$ cat src/pin_irq_cfg.svh
`ifndef PIN_IRQ_CFG_SVH
`define PIN_IRQ_CFG_SVH
// Register indexes; byte address is four times the index
`define IDX_CTRL    8'hE9
`define IDX_LF_EN   8'hEA
`define IDX_HR_EN   8'hEB
`define IDX_FLAGS   8'hEC
`define IDX_STATUS  8'hF0
`define IDX_CLEAR   8'hF1
`define IDX_IRQ_EN  8'hF2
// Control field positions
`define CTRL_PS_LSB 0
`define CTRL_PS_MSB 1
`define CTRL_T0     2
`define CTRL_T67    7
`define CTRL_T45    6
// Reset values
`define RST_BYTE    8'h00
// Synchroniser depth, in clock cycles
`define SYNC_CYCLES 2
`endif

$ cat src/pin_irq_pkg.sv
package pin_irq_pkg;
  // One bit per detection channel
  typedef logic [7:0] chan_vec_t;
  // Port chosen for the eight channels
  typedef enum logic [1:0] {
    SEL_PORT0,
    SEL_PORT1,
    SEL_PORT2,
    SEL_PORT3
  } port_sel_t;
endpackage

$ cat src/pin_change_interrupt_unit.sv
`timescale 1ns/100ps
`include "pin_irq_cfg.svh"

// Notes on behaviour
// - Select field routes chosen port to channels
// - Type bit: 0 level, 1 edge
// - Negative enable allows low or falling trigger
// - Positive enable allows high or rising trigger
// - Edge flag sticks until software clears
// - Level flag shows inverted input, read-only
// - Eight independent flags in one register
// - Any enabled channel event raises request
// - Pin events drive the wake request
module pin_change_interrupt_unit (
  input  wire  logic                   MCLK,
  input  wire  logic                   RST,
  input  wire  logic                   PSEL,
  input  wire  logic                   PENABLE,
  input  wire  logic                   PWRITE,
  input  wire  logic [11:0]            PADDR,
  input  wire  logic [31:0]            PWDATA,
  output logic [31:0]                  PRDATA,
  output logic                         PREADY,
  output logic                         PSLVERR,
  input  wire  pin_irq_pkg::chan_vec_t PORT0,
  input  wire  pin_irq_pkg::chan_vec_t PORT1,
  input  wire  pin_irq_pkg::chan_vec_t PORT2,
  input  wire  pin_irq_pkg::chan_vec_t PORT3,
  output logic                         IRQ,
  output logic                         WAKE
);
  import pin_irq_pkg::*;

  // Software registers
  chan_vec_t ctrl_reg;     // Type bits and port select
  chan_vec_t lf_en_reg;    // Low/falling enables
  chan_vec_t hr_en_reg;    // High/rising enables
  chan_vec_t flags_reg;    // Channel flags
  chan_vec_t status_reg;   // Sticky interrupt status
  chan_vec_t irq_en_reg;   // Interrupt enables
  chan_vec_t flags_next;
  chan_vec_t status_next;

  // Input path
  chan_vec_t raw_sel;      // Selected port, unsynchronised
  chan_vec_t sync1_reg;    // First stage, only feeds second
  chan_vec_t sync2_reg;    // Stable sample
  chan_vec_t prev_reg;     // Previous stable sample

  // Decoded per-channel terms
  chan_vec_t chan_type;    // 1 = edge channel
  chan_vec_t rise;
  chan_vec_t fall;
  chan_vec_t edge_ev;
  chan_vec_t lvl_ev;
  chan_vec_t chan_hit;
  chan_vec_t flag_clr;
  chan_vec_t stat_clr;

  // Bus decode
  logic      setup_ph;
  logic      wr_acc;
  logic [7:0] idx;
  logic      idx_ok;

  // Spread the six type bits over eight channels
  function automatic chan_vec_t type_of(input chan_vec_t c);
    type_of = {c[`CTRL_T67], c[`CTRL_T67],
               c[`CTRL_T45], c[`CTRL_T45],
               c[5:`CTRL_T0]};
  endfunction

  // Known register index check
  function automatic logic is_mapped(input logic [7:0] i);
    is_mapped = (i == `IDX_CTRL)   || (i == `IDX_LF_EN) ||
                (i == `IDX_HR_EN)  || (i == `IDX_FLAGS) ||
                (i == `IDX_STATUS) || (i == `IDX_CLEAR) ||
                (i == `IDX_IRQ_EN);
  endfunction

  // Word index; low two address bits ignored
  assign idx      = PADDR[9:2];
  assign idx_ok   = is_mapped(idx) && (PADDR[11:10] == 2'h0);
  assign setup_ph = PSEL && !PENABLE;
  // Write lands in the access cycle with ready high
  assign wr_acc   = PSEL && PENABLE && PWRITE && PREADY;

  // Port routing
  always_comb begin
    case (port_sel_t'(ctrl_reg[`CTRL_PS_MSB:`CTRL_PS_LSB]))
      SEL_PORT0: raw_sel = PORT0;
      SEL_PORT1: raw_sel = PORT1;
      SEL_PORT2: raw_sel = PORT2;
      SEL_PORT3: raw_sel = PORT3;
      default:   raw_sel = PORT0;
    endcase
  end

  // Two-stage synchroniser plus history sample
  // Switching ports can show as one edge; software
  // should clear flags after changing the select.
  always_ff @(posedge MCLK or posedge RST) begin
    if (RST) begin
      sync1_reg <= `RST_BYTE;
      sync2_reg <= `RST_BYTE;
      prev_reg  <= `RST_BYTE;
    end else begin
      sync1_reg <= raw_sel;
      sync2_reg <= sync1_reg;
      prev_reg  <= sync2_reg;
    end
  end

  // Trigger detection per channel
  always_comb begin
    chan_type = type_of(ctrl_reg);
    rise      = sync2_reg & ~prev_reg;
    fall      = ~sync2_reg & prev_reg;
    // Both enables set: either edge counts
    edge_ev   = (fall & lf_en_reg)
              | (rise & hr_en_reg);
    lvl_ev    = (~sync2_reg & lf_en_reg)
              | (sync2_reg & hr_en_reg);
    chan_hit  = (chan_type & edge_ev)
              | (~chan_type & lvl_ev);
  end

  // Software clear masks; flag bits clear on written 0
  always_comb begin
    flag_clr = `RST_BYTE;
    stat_clr = `RST_BYTE;
    if (wr_acc && idx_ok && idx == `IDX_FLAGS) begin
      flag_clr = ~PWDATA[7:0];
    end
    if (wr_acc && idx_ok && idx == `IDX_CLEAR) begin
      stat_clr = PWDATA[7:0];
    end
  end

  // Flag and status next values; set beats clear
  always_comb begin
    flags_next  = (chan_type & ((flags_reg & ~flag_clr)
                | edge_ev))
                | (~chan_type & ~sync2_reg);
    status_next = (status_reg & ~stat_clr) | chan_hit;
  end

  // Configuration registers
  always_ff @(posedge MCLK or posedge RST) begin
    if (RST) begin
      ctrl_reg   <= `RST_BYTE;
      lf_en_reg  <= `RST_BYTE;
      hr_en_reg  <= `RST_BYTE;
      irq_en_reg <= `RST_BYTE;
    end else if (wr_acc && idx_ok) begin
      case (idx)
        `IDX_CTRL:   ctrl_reg   <= PWDATA[7:0];
        `IDX_LF_EN:  lf_en_reg  <= PWDATA[7:0];
        `IDX_HR_EN:  hr_en_reg  <= PWDATA[7:0];
        `IDX_IRQ_EN: irq_en_reg <= PWDATA[7:0];
        default:     ;
      endcase
    end
  end

  // Channel flags and sticky status
  always_ff @(posedge MCLK or posedge RST) begin
    if (RST) begin
      flags_reg  <= `RST_BYTE;
      status_reg <= `RST_BYTE;
    end else begin
      flags_reg  <= flags_next;
      status_reg <= status_next;
    end
  end

  // Interrupt and wake outputs, registered in the same cycle as status
  // Wake is a clocked request; a stopped clock needs an
  // always-on clock for this block to see the pins.
  always_ff @(posedge MCLK or posedge RST) begin
    if (RST) begin
      IRQ  <= 1'b0;
      WAKE <= 1'b0;
    end else begin
      IRQ  <= |(status_next & irq_en_reg);
      WAKE <= |chan_hit;
    end
  end

  // APB answer: data and ready registered in setup
  // Zero wait states; ready drops after the access.
  always_ff @(posedge MCLK or posedge RST) begin
    if (RST) begin
      PRDATA  <= 32'h0000_0000;
      PREADY  <= 1'b0;
      PSLVERR <= 1'b0;
    end else if (setup_ph) begin
      PREADY  <= 1'b1;
      PSLVERR <= !idx_ok;
      PRDATA  <= 32'h0000_0000;
      if (!PWRITE && idx_ok) begin
        case (idx)
          `IDX_CTRL:   PRDATA[7:0] <= ctrl_reg;
          `IDX_LF_EN:  PRDATA[7:0] <= lf_en_reg;
          `IDX_HR_EN:  PRDATA[7:0] <= hr_en_reg;
          `IDX_FLAGS:  PRDATA[7:0] <= flags_next;
          `IDX_STATUS: PRDATA[7:0] <= status_next;
          `IDX_IRQ_EN: PRDATA[7:0] <= irq_en_reg;
          default:     PRDATA[7:0] <= `RST_BYTE;
        endcase
      end
    end else begin
      PREADY  <= 1'b0;
      PSLVERR <= 1'b0;
    end
  end

  // Checks
  property p_route;
    @(posedge MCLK) disable iff (RST)
      (ctrl_reg[1:0] == 2'h2) [*3] |->
        sync2_reg == $past(PORT2, 2);
  endproperty
  a_route: assert property (p_route)
    else $error("port select did not route port 2");

  property p_fall_set;
    @(posedge MCLK) disable iff (RST)
      (chan_type[0] && lf_en_reg[0] && fall[0])
        |=> flags_reg[0];
  endproperty
  a_fall_set: assert property (p_fall_set)
    else $error("falling edge did not set flag");

  property p_rise_set;
    @(posedge MCLK) disable iff (RST)
      (chan_type[7] && hr_en_reg[7] && rise[7])
        |=> flags_reg[7];
  endproperty
  a_rise_set: assert property (p_rise_set)
    else $error("rising edge did not set flag");

  property p_sticky;
    @(posedge MCLK) disable iff (RST)
      (flags_reg[3] && chan_type[3] && !wr_acc)
        |=> flags_reg[3];
  endproperty
  a_sticky: assert property (p_sticky)
    else $error("edge flag dropped without clear");

  property p_level;
    @(posedge MCLK) disable iff (RST)
      !chan_type[4] |=> flags_reg[4] == !$past(sync2_reg[4]);
  endproperty
  a_level: assert property (p_level)
    else $error("level flag not inverse of input");

  property p_no_en;
    @(posedge MCLK) disable iff (RST)
      (chan_type[1] && !flags_reg[1] && !lf_en_reg[1]
        && !hr_en_reg[1]) |=> !flags_reg[1];
  endproperty
  a_no_en: assert property (p_no_en)
    else $error("disabled edge channel set its flag");

  property p_irq;
    @(posedge MCLK) disable iff (RST)
      (|(chan_hit & irq_en_reg)) |=> IRQ ##0 status_reg != 8'h00;
  endproperty
  a_irq: assert property (p_irq)
    else $error("enabled event did not raise request");

  // Sticky status only falls through the clear register
  property p_stat_hold;
    @(posedge MCLK) disable iff (RST)
      (status_reg[0] && !(wr_acc && idx == `IDX_CLEAR))
        |=> status_reg[0];
  endproperty
  a_stat_hold: assert property (p_stat_hold)
    else $error("status bit dropped without clear");

  property p_wake;
    @(posedge MCLK) disable iff (RST)
      (|chan_hit) |=> WAKE;
  endproperty
  a_wake: assert property (p_wake)
    else $error("pin event did not raise wake");

  property p_edge_2cyc;
    @(posedge MCLK) disable iff (RST)
      (chan_type[2] && lf_en_reg[2] && $stable(lf_en_reg)
        && $stable(chan_type) && $fell(sync2_reg[2]))
        |=> flags_reg[2];
  endproperty
  a_edge_2cyc: assert property (p_edge_2cyc)
    else $error("sampled fall missed");

  c_edge: cover property (@(posedge MCLK) disable iff (RST)
    $rose(flags_reg[0]) && chan_type[0]);
  c_level: cover property (@(posedge MCLK) disable iff (RST)
    flags_reg[5] && !chan_type[5]);
  c_irq: cover property (@(posedge MCLK) disable iff (RST)
    $rose(IRQ));
  c_err: cover property (@(posedge MCLK) disable iff (RST)
    PSLVERR && PREADY);

endmodule // pin_change_interrupt_unit

$ cat config.mk
export PLATFORM = sky130hd
export DESIGN_NAME = pin_change_interrupt_unit
export DESIGN_NICKNAME = d
export VERILOG_FILES = /design/src/pin_irq_pkg.sv /design/src/pin_change_interrupt_unit.sv
export VERILOG_INCLUDE_DIRS = /design/src
export SDC_FILE = /design/constraint.sdc
export NUM_CORES = 1
export LEC_CHECK = 0
export BUFFER_PORTS_ARGS = -buffer_cell sky130_fd_sc_hd__buf_2
export CORE_ASPECT_RATIO = 0.6
export CORE_UTILIZATION = 50
export DETAILED_ROUTE_END_ITERATION = 6
export PLACE_DENSITY = 0.76
export SLEW_MARGIN = 20
export SYNTH_ARGS = -nofsm -noshare
export SYNTH_HDL_FRONTEND = slang
export SYNTH_SLANG_ARGS = --single-unit
$ cat constraint.sdc
create_clock -name MCLK -period 7.05 [get_ports MCLK]
set_input_delay 0.3525 -clock MCLK [delete_from_list [all_inputs] [get_ports MCLK]]
set_output_delay 0.3525 -clock MCLK [all_outputs]
set_load 0.005 [all_outputs]
==> results of run 1 <==
kinds of logic (layout without fill, tap and decap cells):
logic type,Yosys count,in the layout,share of synthesized area [%]
compound gates,111,111,17.19
xor+xnor,7,7,1.388
buf+inv,51,95,6.485
flops,84,84,47.58
mux,53,53,15.35
other cells,1,24,0.08488
simple gates,95,95,11.92
power by group through the flow:
| stage | Sequential (mW) | Clock [mW] | Combinational (mW) |
|---|---|---|---|
| 3_5_place_dp | 0.512 | 0 | 0.0664 |
| 3_3_place_gp | 0.511 | 0 | 0.0641 |
| 2_1_floorplan | 0.509 | 0 | 0.0464 |
| 4_1_cts | 0.503 | 0.500 | 0.0667 |
| 5_1_grt | 0.504 | 0.522 | 0.0750 |
| 6_report | 0.503 | 0.493 | 0.0669 |
area by class of cell:
type	count	area [um2]	area share, %
timing repair buffer	68	349.1	6.899
sequential	84	2102	41.54
inverter	12	46.29	0.9149
tap	112	140.1	2.770
clock buffer	10	229.0	4.525
clock inverter	5	77.57	1.533
multi-input combinational	290	2116	41.82
worst min-delay path by stage:
stage | start | end | slack, ps | depth (start not counted)
after floorplan | sync1_reg[0] | sync2_reg[0] | 330 | 0
after global placement | sync1_reg[2] | sync2_reg[2] | 330 | 0
after detailed placement | sync1_reg[6] | sync2_reg[6] | 340 | 0
final | RST | sync1_reg[2] | 210 | 3
after global routing | RST | prev_reg[7] | 270 | 3
after CTS | PORT2[2] | sync1_reg[2] | 320 | 2
worst register-to-register path, delay by kind of cell (launching register included):
| family | cells | cell delay [ps] |
|---|---|---|
| and+or+nand+nor | 3 | 1930 |
| DFF | 1 | 340 |
| muxes | 1 | 430 |
synthesized netlist by cell type, types with 7 or more instances:
cell type,count,area [um2]
a21boi_0,7,52.55
a21oi_1,19,95.09
a22oi_1,12,90.09
a32oi_1,7,61.31
buf_4,25,187.7
clkbuf_1,11,41.29
dfrtp_1,84,2102
inv_1,12,45.04
mux2_2,38,427.9
mux2i_1,7,70.07
mux4_2,8,180.2
nand2_1,40,150.1
nand2b_1,8,50.05
nand4b_1,7,61.31
o211ai_1,9,67.56
o21ai_0,22,110.1
xnor2_1,7,61.31
metrics by stage:
step                      util [%]  setup WS, ps  hold WS, ps
final                        59.37          4235        209.8
after global routing         59.37          4169        269.3
after CTS                    59.32          4312        315.2
after detailed placement     55.73          4227        336.3
after global placement       55.73          4226        334.7
after floorplan                  -          4532        331.2
layer usage:
metal / wire (um) / track usage, %
met1: 5076 / 38.50
met2: 4936 / 38.73
met3: 1087 / 7.424
met4: 135 / 8.969
met5: 0 / 0
==> results.json, run 1 <==
{
  "die_x_um": 123.4,
  "reg2reg_setup_slack_ps": 4230,
  "post-dp-hpwl_um": 7923,
  "cts_tree": "built",
  "ir_drop_mv": 0.1094,
  "clockBufferDepth": 2,
  "ys_warn_count": 0,
  "critPathArrivalTime_ps": 3040,
  "internal-power_mw": 0.8274,
  "gp_congestion": 0.8977,
  "required_ps": 7270,
  "worstRegToRegCells": 4,
  "vias": 3487,
  "crit_type": "reg -> reg",
  "grt_pass1_wl_um": 17770,
  "status": "finished, final reports clean",
  "tightest_slew_ps": 1024,
  "critPathSlowestCell": "nor3_2",
  "crit_start": "PREADY",
  "drt_iter0_drc": 403,
  "rsz0062_at_grt": "no",
  "die_h_um": 74.81,
  "seq_power_share_pct": 47.3,
  "drtAntennaViolNets": 0,
  "final_cells": 581,
  "cp_max_fo": 9,
  "final_cell_mix": "dfrtp_1, buf_2, nand2_1, mux2_2, conb_1",
  "fillers": 724,
  "max_freq_ghz": 0.3552,
  "row_count": 26,
  "post-cts-setup-buffers": 0,
  "grt_max_degree": 85,
  "grtUsageTotal_pct": 26.62,
  "cp_cell_sequence": "nand4_1 -> or2_2 -> nor3_2 -> mux2_2",
  "period_needed_ps": 2815,
  "p_sw_mw": 0.2359,
  "cts_num_sinks": 84,
  "fin_total_pwr_mw": 1.063,
  "initial_core_util_pct": 51.83,
  "layout.cells.most_common": "dfrtp_1",
  "reg2reg_from": "PREADY",
  "cts_buffers": 9,
  "core_area_um2": 8523,
  "slew_headroom_pct": 31.38,
  "routed_via_density": 6.002,
  "critPathMaxStageDelay_ps": 850,
  "crit_cells": 4,
  "async_reset_ff_share_pct": 100.0,
  "fin_crit_sh_pct": 39.93,
  "clock_latency_ps": 340,
  "fin_nets": 546,
  "cts_root_buffer": "clkbuf_16",
  "p_leak_nw": 2.288,
  "synth_edf_count": 0,
  "cts-resized-gates": 0,
  "netSwitchingFraction_pct": 22.19,
  "synth_cell_types": 54,
  "io_buffers": 66,
  "cap_violations": 0,
  "first_global_vias": 3311,
  "antenna_found_initial": 0,
  "drtPass1Iterations": 5,
  "min_path_type": "in -> async",
  "dpl_cell_area_um2": 4750,
  "n_antenna_cell": 0,
  "post-place-cells": 566,
  "drt-total-wl_um": 11240,
  "hold_buffers": 0,
  "powerDensity_nw_per_um2": 210.2,
  "drc": 0,
  "crit_family": "simple AND/OR/NAND/NOR gates",
  "setup_tns_ps": 0,
  "die-area_um2": 9228,
  "critical_path_buf_inv_count": 0,
  "wl_per_cell_um": 19.34,
  "setup_viol": 0,
  "crit_end": "lf_en_reg[4]",
  "finalMaxSlewViolations": 0,
  "syn_area_um2": 4418,
  "seq_area_frac_synth_pct": 47.58,
  "hold_viol": 0,
  "stdcell_area_um2": 5060,
  "htreeDepth": 3,
  "grt-ovfl-total": 0,
  "critPathLaunchType": "register",
  "p_clk_share_pct": 46.4,
  "syn_area_per_cell_um2": 10.99,
  "end_kind": "register",
  "fin_skew_ps": 7.988,
  "synthToLayoutAreaGrowth_pct": 14.53,
  "combPwrFrac_pct": 6.3,
  "synthCells": 402,
  "drive_gt1_share_pct": 29.21,
  "synth_top_flop_cell": "dfrtp_1",
  "synth_seq_cells": 84,
  "r2r_end": "lf_en_reg[4]",
  "io_pins": 117,
  "path_clk_slew_ps": 60
}
No activity file was read; power rests on OpenSTA's default activity.
==> inputs of run 2 (changes only) <==
==> constraint.sdc (replaced) <==
create_clock -name MCLK -period 2.8 [get_ports MCLK]
set_input_delay 0.14 -clock MCLK [delete_from_list [all_inputs] [get_ports MCLK]]
set_output_delay 0.14 -clock MCLK [all_outputs]
set_load 0.005 [all_outputs]
==> run 2 against run 1 <==
Compared with the run above: non-clock buffer count up 10; hold slack worse by 98 ps; total power rose to 2.6 times the previous value; sequential power increased to 2.5 times the previous value; combinational power grew to 2.6 times the previous value; design area up 1.9%; clock power grew to 2.7 times the previous value; largest power group is now clock.
==> results.json, run 2 (same netlist as run 1, synthesis figures left out) <==
{
  "status": "finished, final reports clean",
  "max_freq_ghz": 0.4807,
  "antenna_found_initial": 0,
  "n_antenna_cell": 0,
  "netSwitchingFraction_pct": 21.53,
  "routed_via_density": 6.044,
  "grt_pass1_wl_um": 18710,
  "fin_skew_ps": 5.540,
  "end_kind": "register",
  "min_from": "PORT0[0]",
  "path_clk_slew_ps": 60,
  "post-dp-hpwl_um": 8330,
  "internal-power_mw": 2.173,
  "setup_tns_ps": 0,
  "die-area_um2": 9228,
  "synthToLayoutAreaGrowth_pct": 16.68,
  "grt-ovfl-total": 0,
  "layout.cells.most_common": "dfrtp_1",
  "stdcell_area_um2": 5155,
  "tightest_slew_ps": 765.5,
  "dpl_cell_area_um2": 4817,
  "io_buffers": 66,
  "finalMaxSlewViolations": 0,
  "crit_type": "reg -> reg",
  "min_to": "sync1_reg[0]",
  "post-cts-setup-buffers": 0,
  "drt_iter0_drc": 375,
  "p_sw_mw": 0.5961,
  "critPathLaunchType": "register",
  "whs_path_depth": 2,
  "p_leak_nw": 2.345,
  "drc": 0,
  "wl_per_cell_um": 20.10,
  "htreeDepth": 3,
  "core_area_um2": 8523,
  "fin_nets": 556,
  "worstRegToRegCells": 5,
  "grt_max_degree": 45,
  "cts_num_sinks": 84,
  "required_ps": 3020,
  "clock_latency_ps": 340,
  "cts_root_buffer": "clkbuf_16",
  "r2r_end": "lf_en_reg[2]",
  "cts_buffers": 9,
  "hold_viol": 0,
  "io_pins": 117,
  "gp_congestion": 0.9466,
  "row_count": 26,
  "clockBufferDepth": 2,
  "powerDensity_nw_per_um2": 537.1,
  "cp_max_fo": 7,
  "drtAntennaViolNets": 0,
  "drt-total-wl_um": 11860,
  "final_cell_mix": "dfrtp_1, buf_2, nand2_1, mux2_2, conb_1",
  "setup_viol": 0,
  "slew_headroom_pct": 48.91,
  "seq_power_share_pct": 45.8,
  "die_x_um": 123.4,
  "reg2reg_setup_slack_ps": 720,
  "drive_gt1_share_pct": 30.54,
  "ir_drop_mv": 0.3401,
  "first_global_vias": 3456,
  "p_clk_share_pct": 47.9,
  "grtUsageTotal_pct": 28.21,
  "fin_crit_sh_pct": 74.30,
  "min_path_type": "in -> reg",
  "rsz0062_at_grt": "no",
  "vias": 3566,
  "critPathArrivalTime_ps": 2300,
  "cts_tree": "built",
  "drtPass1Iterations": 7,
  "die_h_um": 74.81,
  "period_needed_ps": 2081,
  "cap_violations": 0,
  "combPwrFrac_pct": 6.3,
  "initial_core_util_pct": 51.83,
  "reg2reg_from": "PREADY"
}
==> run 2: cell count changes in the layout (fill, tap and decap cells not counted), sizes merged <==
cell / delta
buf: +9
bufinv: +1
clkbuf: -1
clkinv: -1
dlygate4sd3: +1
==> run 2: per-stage QoR <==
| stage | util [%] | std cells | hold WS, ps | worst slack, ps | total power [mW] |
|---|---|---|---|---|---|
| 2_1_floorplan | - | 425 | 290.6 | 494.9 | 1.399 |
| 3_3_place_gp | 56.52 | 575 | 283.3 | 556.1 | 1.451 |
| 3_5_place_dp | 56.52 | 575 | 289.3 | 521.9 | 1.459 |
| 4_1_cts | 60.48 | 590 | 105.2 | 774.8 | 2.785 |
| 5_1_grt | 60.48 | 590 | 106.6 | 595.9 | 2.856 |
| 6_report | 60.48 | 590 | 111.3 | 719.5 | 2.769 |
==> run 2: critical path, stage by stage (launching register included) <==
cell and delay (ps):
dfrtp_1 330, nand4_1 110, or2_2 420, nor3_2 460
buf_4 270, mux2_2 360
==> run 2: power by group through the flow <==
stage	sequential (mW)	combinational (mW)	clock, mW
6_report	1.27	0.175	1.33
5_1_grt	1.27	0.195	1.39
4_1_cts	1.27	0.174	1.34
3_5_place_dp	1.29	0.171	0
3_3_place_gp	1.29	0.166	0
2_1_floorplan	1.28	0.117	0
==> run 2: timing repair <==
item	CTS	global route
resized for setup	0	0
hold buffers	1	0
endpoints found under the hold margin	42	0
==> run 2: worst max-delay path by stage <==
stage / start / endpoint
2_1_floorplan: RST / IRQ
3_3_place_gp: PADDR[2] / IRQ
3_5_place_dp: PADDR[2] / IRQ
4_1_cts: PREADY / lf_en_reg[2]
5_1_grt: PREADY / lf_en_reg[2]
6_report: PREADY / lf_en_reg[2]
==> run 2: per-layer routing <==
| layer | vias to the layer above | wire [um] | share of wire [%] | global-route usage [%] |
|---|---|---|---|---|
| met5 | - | 0 | 0 | 0 |
| li1 | 1603 | - | - | - |
| met1 | 1771 | 5368 | 45 | 38.73 |
| met4 | 0 | 147 | 1.2 | 9.906 |
| met2 | 176 | 5285 | 45 | 42.89 |
| met3 | 16 | 1058 | 8.9 | 8.636 |
==> run 2: area by class of cell <==
cell class / count / area, um2
Fill cell: 724 / 3368
Multi-Input combinational cell: 290 / 2116
Sequential cell: 84 / 2102
Timing Repair Buffer: 78 / 422.9
Clock buffer: 9 / 225.2
Tap cell: 112 / 140.1
Clock inverter: 5 / 102.6
Inverter: 12 / 46.29
==> inputs of run 3 (changes only) <==
--- a/config.mk
+++ b/config.mk
@@ -6,6 +6,7 @@
 export SDC_FILE = /design/constraint.sdc
 export NUM_CORES = 1
 export LEC_CHECK = 0
+export ABC_AREA = 1
 export BUFFER_PORTS_ARGS = -buffer_cell sky130_fd_sc_hd__buf_2
 export CORE_ASPECT_RATIO = 0.6
 export CORE_UTILIZATION = 50
==> constraint.sdc (replaced) <==
create_clock -name MCLK -period 2.2 [get_ports MCLK]
set_input_delay 0.11 -clock MCLK [delete_from_list [all_inputs] [get_ports MCLK]]
set_output_delay 0.11 -clock MCLK [all_outputs]
set_load 0.005 [all_outputs]
==> run 3 against run 2 <==
Compared with the run above: wire length fell by 7.9%; utilization grew 2.9 points; count of clock-buffer cells in the layout rose by 5; hold slack lost 95 ps; critical path type is now in -> reg; largest cell class is now registers.
==> results.json, run 3 <==
{
  "drtPass1Iterations": 6,
  "clock_latency_ps": 340,
  "synthTopCellsByCount": "nand2_1, dfrtp_1, inv_1",
  "fin_nets": 696,
  "setup_viol": 0,
  "grt_max_degree": 33,
  "powerDensity_nw_per_um2": 618.0,
  "end_kind": "register",
  "synth_cell_types": 33,
  "drive_gt1_share_pct": 21.13,
  "critPathMaxStageDelay_ps": 520,
  "cts_buffers": 9,
  "htreeDepth": 3,
  "synth_top_area_share_pct": 48.17,
  "synthCells": 523,
  "drtAntennaViolNets": 0,
  "cts_num_sinks": 84,
  "critPathSlowestCell": "dlygate4sd3_1",
  "cp_max_fo": 8,
  "crit_path_frequent_cell": "nand2_1",
  "antenna_found_initial": 0,
  "synth_top_cells_by_area": "dfrtp_1, nand2_1, inv_1, buf_4, nand3_1",
  "slew_headroom_pct": 55.90,
  "wl_per_cell_um": 15.01,
  "routed_via_density": 5.192,
  "row_count": 25,
  "first_global_vias": 3759,
  "clockBufferDepth": 2,
  "required_ps": 2420,
  "die_h_um": 74.37,
  "io_buffers": 66,
  "synth_edf_count": 0,
  "grt_pass1_wl_um": 17870,
  "syn_area_um2": 4364,
  "vias": 3780,
  "worst_slack_ps": 335.2,
  "die-area_um2": 9118,
  "synth_top_area_cell": "dfrtp_1",
  "tightest_slew_ps": 660.1,
  "p_sw_mw": 0.7397,
  "seq_area_frac_synth_pct": 48.17,
  "stdcell_area_um2": 5174,
  "post-cts-setup-buffers": 0,
  "syn_area_per_cell_um2": 8.345,
  "post-dp-hpwl_um": 7901,
  "ir_drop_mv": 0.3928,
  "combPwrFrac_pct": 7.4,
  "cp_cell_sequence": "dlygate4sd3_1 -> buf_2 -> nand2_1 -> nor2_2 -> nand4_4 -> o21ai_1 -> nand2_1 -> nand2_1 -> nand2_1 -> nor2_1 -> nand2_1",
  "period_needed_ps": 1865,
  "setup_tns_ps": 0,
  "final_cell_mix": "nand2_1, dfrtp_1, buf_2, inv_1",
  "synth_top_flop_cell": "dfrtp_1",
  "io_pins": 117,
  "p_clk_share_pct": 43.0,
  "hold_viol": 0,
  "synthToLayoutAreaGrowth_pct": 18.55,
  "crit_type": "in -> reg",
  "initial_core_util_pct": 53.46,
  "grt-ovfl-total": 0,
  "drc": 0,
  "drt-total-wl_um": 10930,
  "place_ws_ps": 425.1,
  "cts_root_buffer": "clkbuf_16",
  "critPathArrivalTime_ps": 2090,
  "layout.cells.most_common": "nand2_1",
  "hold_buffers": 15,
  "cts_tree": "built",
  "grtUsageTotal_pct": 27.01,
  "status": "finished, final reports clean",
  "synth_seq_cells": 84,
  "fin_skew_ps": 6.123,
  "async_reset_ff_share_pct": 100.0,
  "p_leak_nw": 2.770,
  "min_path_type": "in -> reg",
  "ys_warn_count": 0,
  "critPathLaunchType": "input pin",
  "core_area_um2": 8164,
  "rsz0062_at_grt": "no",
  "path_clk_slew_ps": 60,
  "n_antenna_cell": 0,
  "fin_crit_sh_pct": 84.76,
  "max_freq_ghz": 0.5363,
  "cts-resized-gates": 0,
  "synth.most_common_cell": "nand2_1",
  "internal-power_mw": 2.458,
  "die_x_um": 122.6,
  "gp_congestion": 0.8267,
  "seq_power_share_pct": 49.6,
  "dpl_cell_area_um2": 4760,
  "finalMaxSlewViolations": 0,
  "cap_violations": 0,
  "netSwitchingFraction_pct": 23.13,
  "drt_iter0_drc": 295
}
run 3: changes by cell type in the layout (fill, tap and decap cells not counted), moves of 13 or more:
cell / previous run / this run
nand2_1: 40 / 160
inv_1: 11 / 64
mux2_2: 38 / 0
nand3_1: 4 / 25
a21oi_1: 19 / 0
nor2_1: 5 / 24
o21ai_1: 0 / 15
dlygate4sd3_1: 1 / 15
o22ai_1: 3 / 16
run 3: cell families (layout without fill, tap and decap cells):
logic type / after synthesis / after routing / synth area share, %
AND/OR/NAND/NOR: 256 / 256 / 28.35
buffers and inverters: 99 / 173 / 11.44
flip-flops: 84 / 84 / 48.17
AO/OA/AOI/OAI: 83 / 83 / 11.96
other: 1 / 24 / 0.08593
run 3: final timing paths:
check / start / endpoint / slack (ps) / cells past startpoint
setup / recovery: PENABLE / IRQ / 340 / 11
hold / removal: PORT3[5] / sync1_reg[5] / 20 / 3
setup reg to reg: ctrl_reg[0] / sync1_reg[6] / 360 / 5
hold reg to reg: sync1_reg[0] / sync2_reg[0] / 350 / 0
max in group asynchronous: RST / PRDATA[7] / 1220 / 4
min in group asynchronous: RST / sync2_reg[3] / 410 / 3
run 3: final cells by class:
cell class / instances / area, um2
fill: 686 / 2990
sequential: 84 / 2102
multi-input combinational: 363 / 1849
timing repair buffer: 88 / 558.0
inverter: 69 / 265.3
clock buffer: 14 / 254.0
tap: 108 / 135.1
clock inverter: 2 / 10.01
run 3: metrics by stage:
stage | cells | total power, mW | hold WS [ps] | util [%]
4_1_cts | 728 | 3.220 | 2.982 | 63.37
6_report | 728 | 3.198 | 16.21 | 63.37
3_3_place_gp | 697 | 1.820 | 224.9 | 58.30
5_1_grt | 728 | 3.320 | 21.43 | 63.37
2_1_floorplan | 546 | 1.755 | 189.7 | -
3_5_place_dp | 697 | 1.829 | 234.4 | 58.30
run 3: critical path: cells and delay by family:
kind | cells | cell delay (ps)
AND/OR/NAND/NOR | 8 | 1150
buffers and inverters | 2 | 630
AO/OA/AOI/OAI | 1 | 200
run 3: layer usage:
metal,global-route usage (%),up-vias,wire (um)
met5,0,-,0
met4,9.756,0,214
met3,8.742,26,827
met2,42.01,163,4955
met1,35.75,1772,4928
li1,-,1819,-
run 3: power by group through the flow:
stage | clock (mW) | sequential [mW] | combinational, mW
floorplan | 0 | 1.61 | 0.145
global placement | 0 | 1.61 | 0.207
detailed placement | 0 | 1.61 | 0.215
CTS | 1.40 | 1.59 | 0.235
global route | 1.46 | 1.59 | 0.266
finish | 1.37 | 1.59 | 0.237
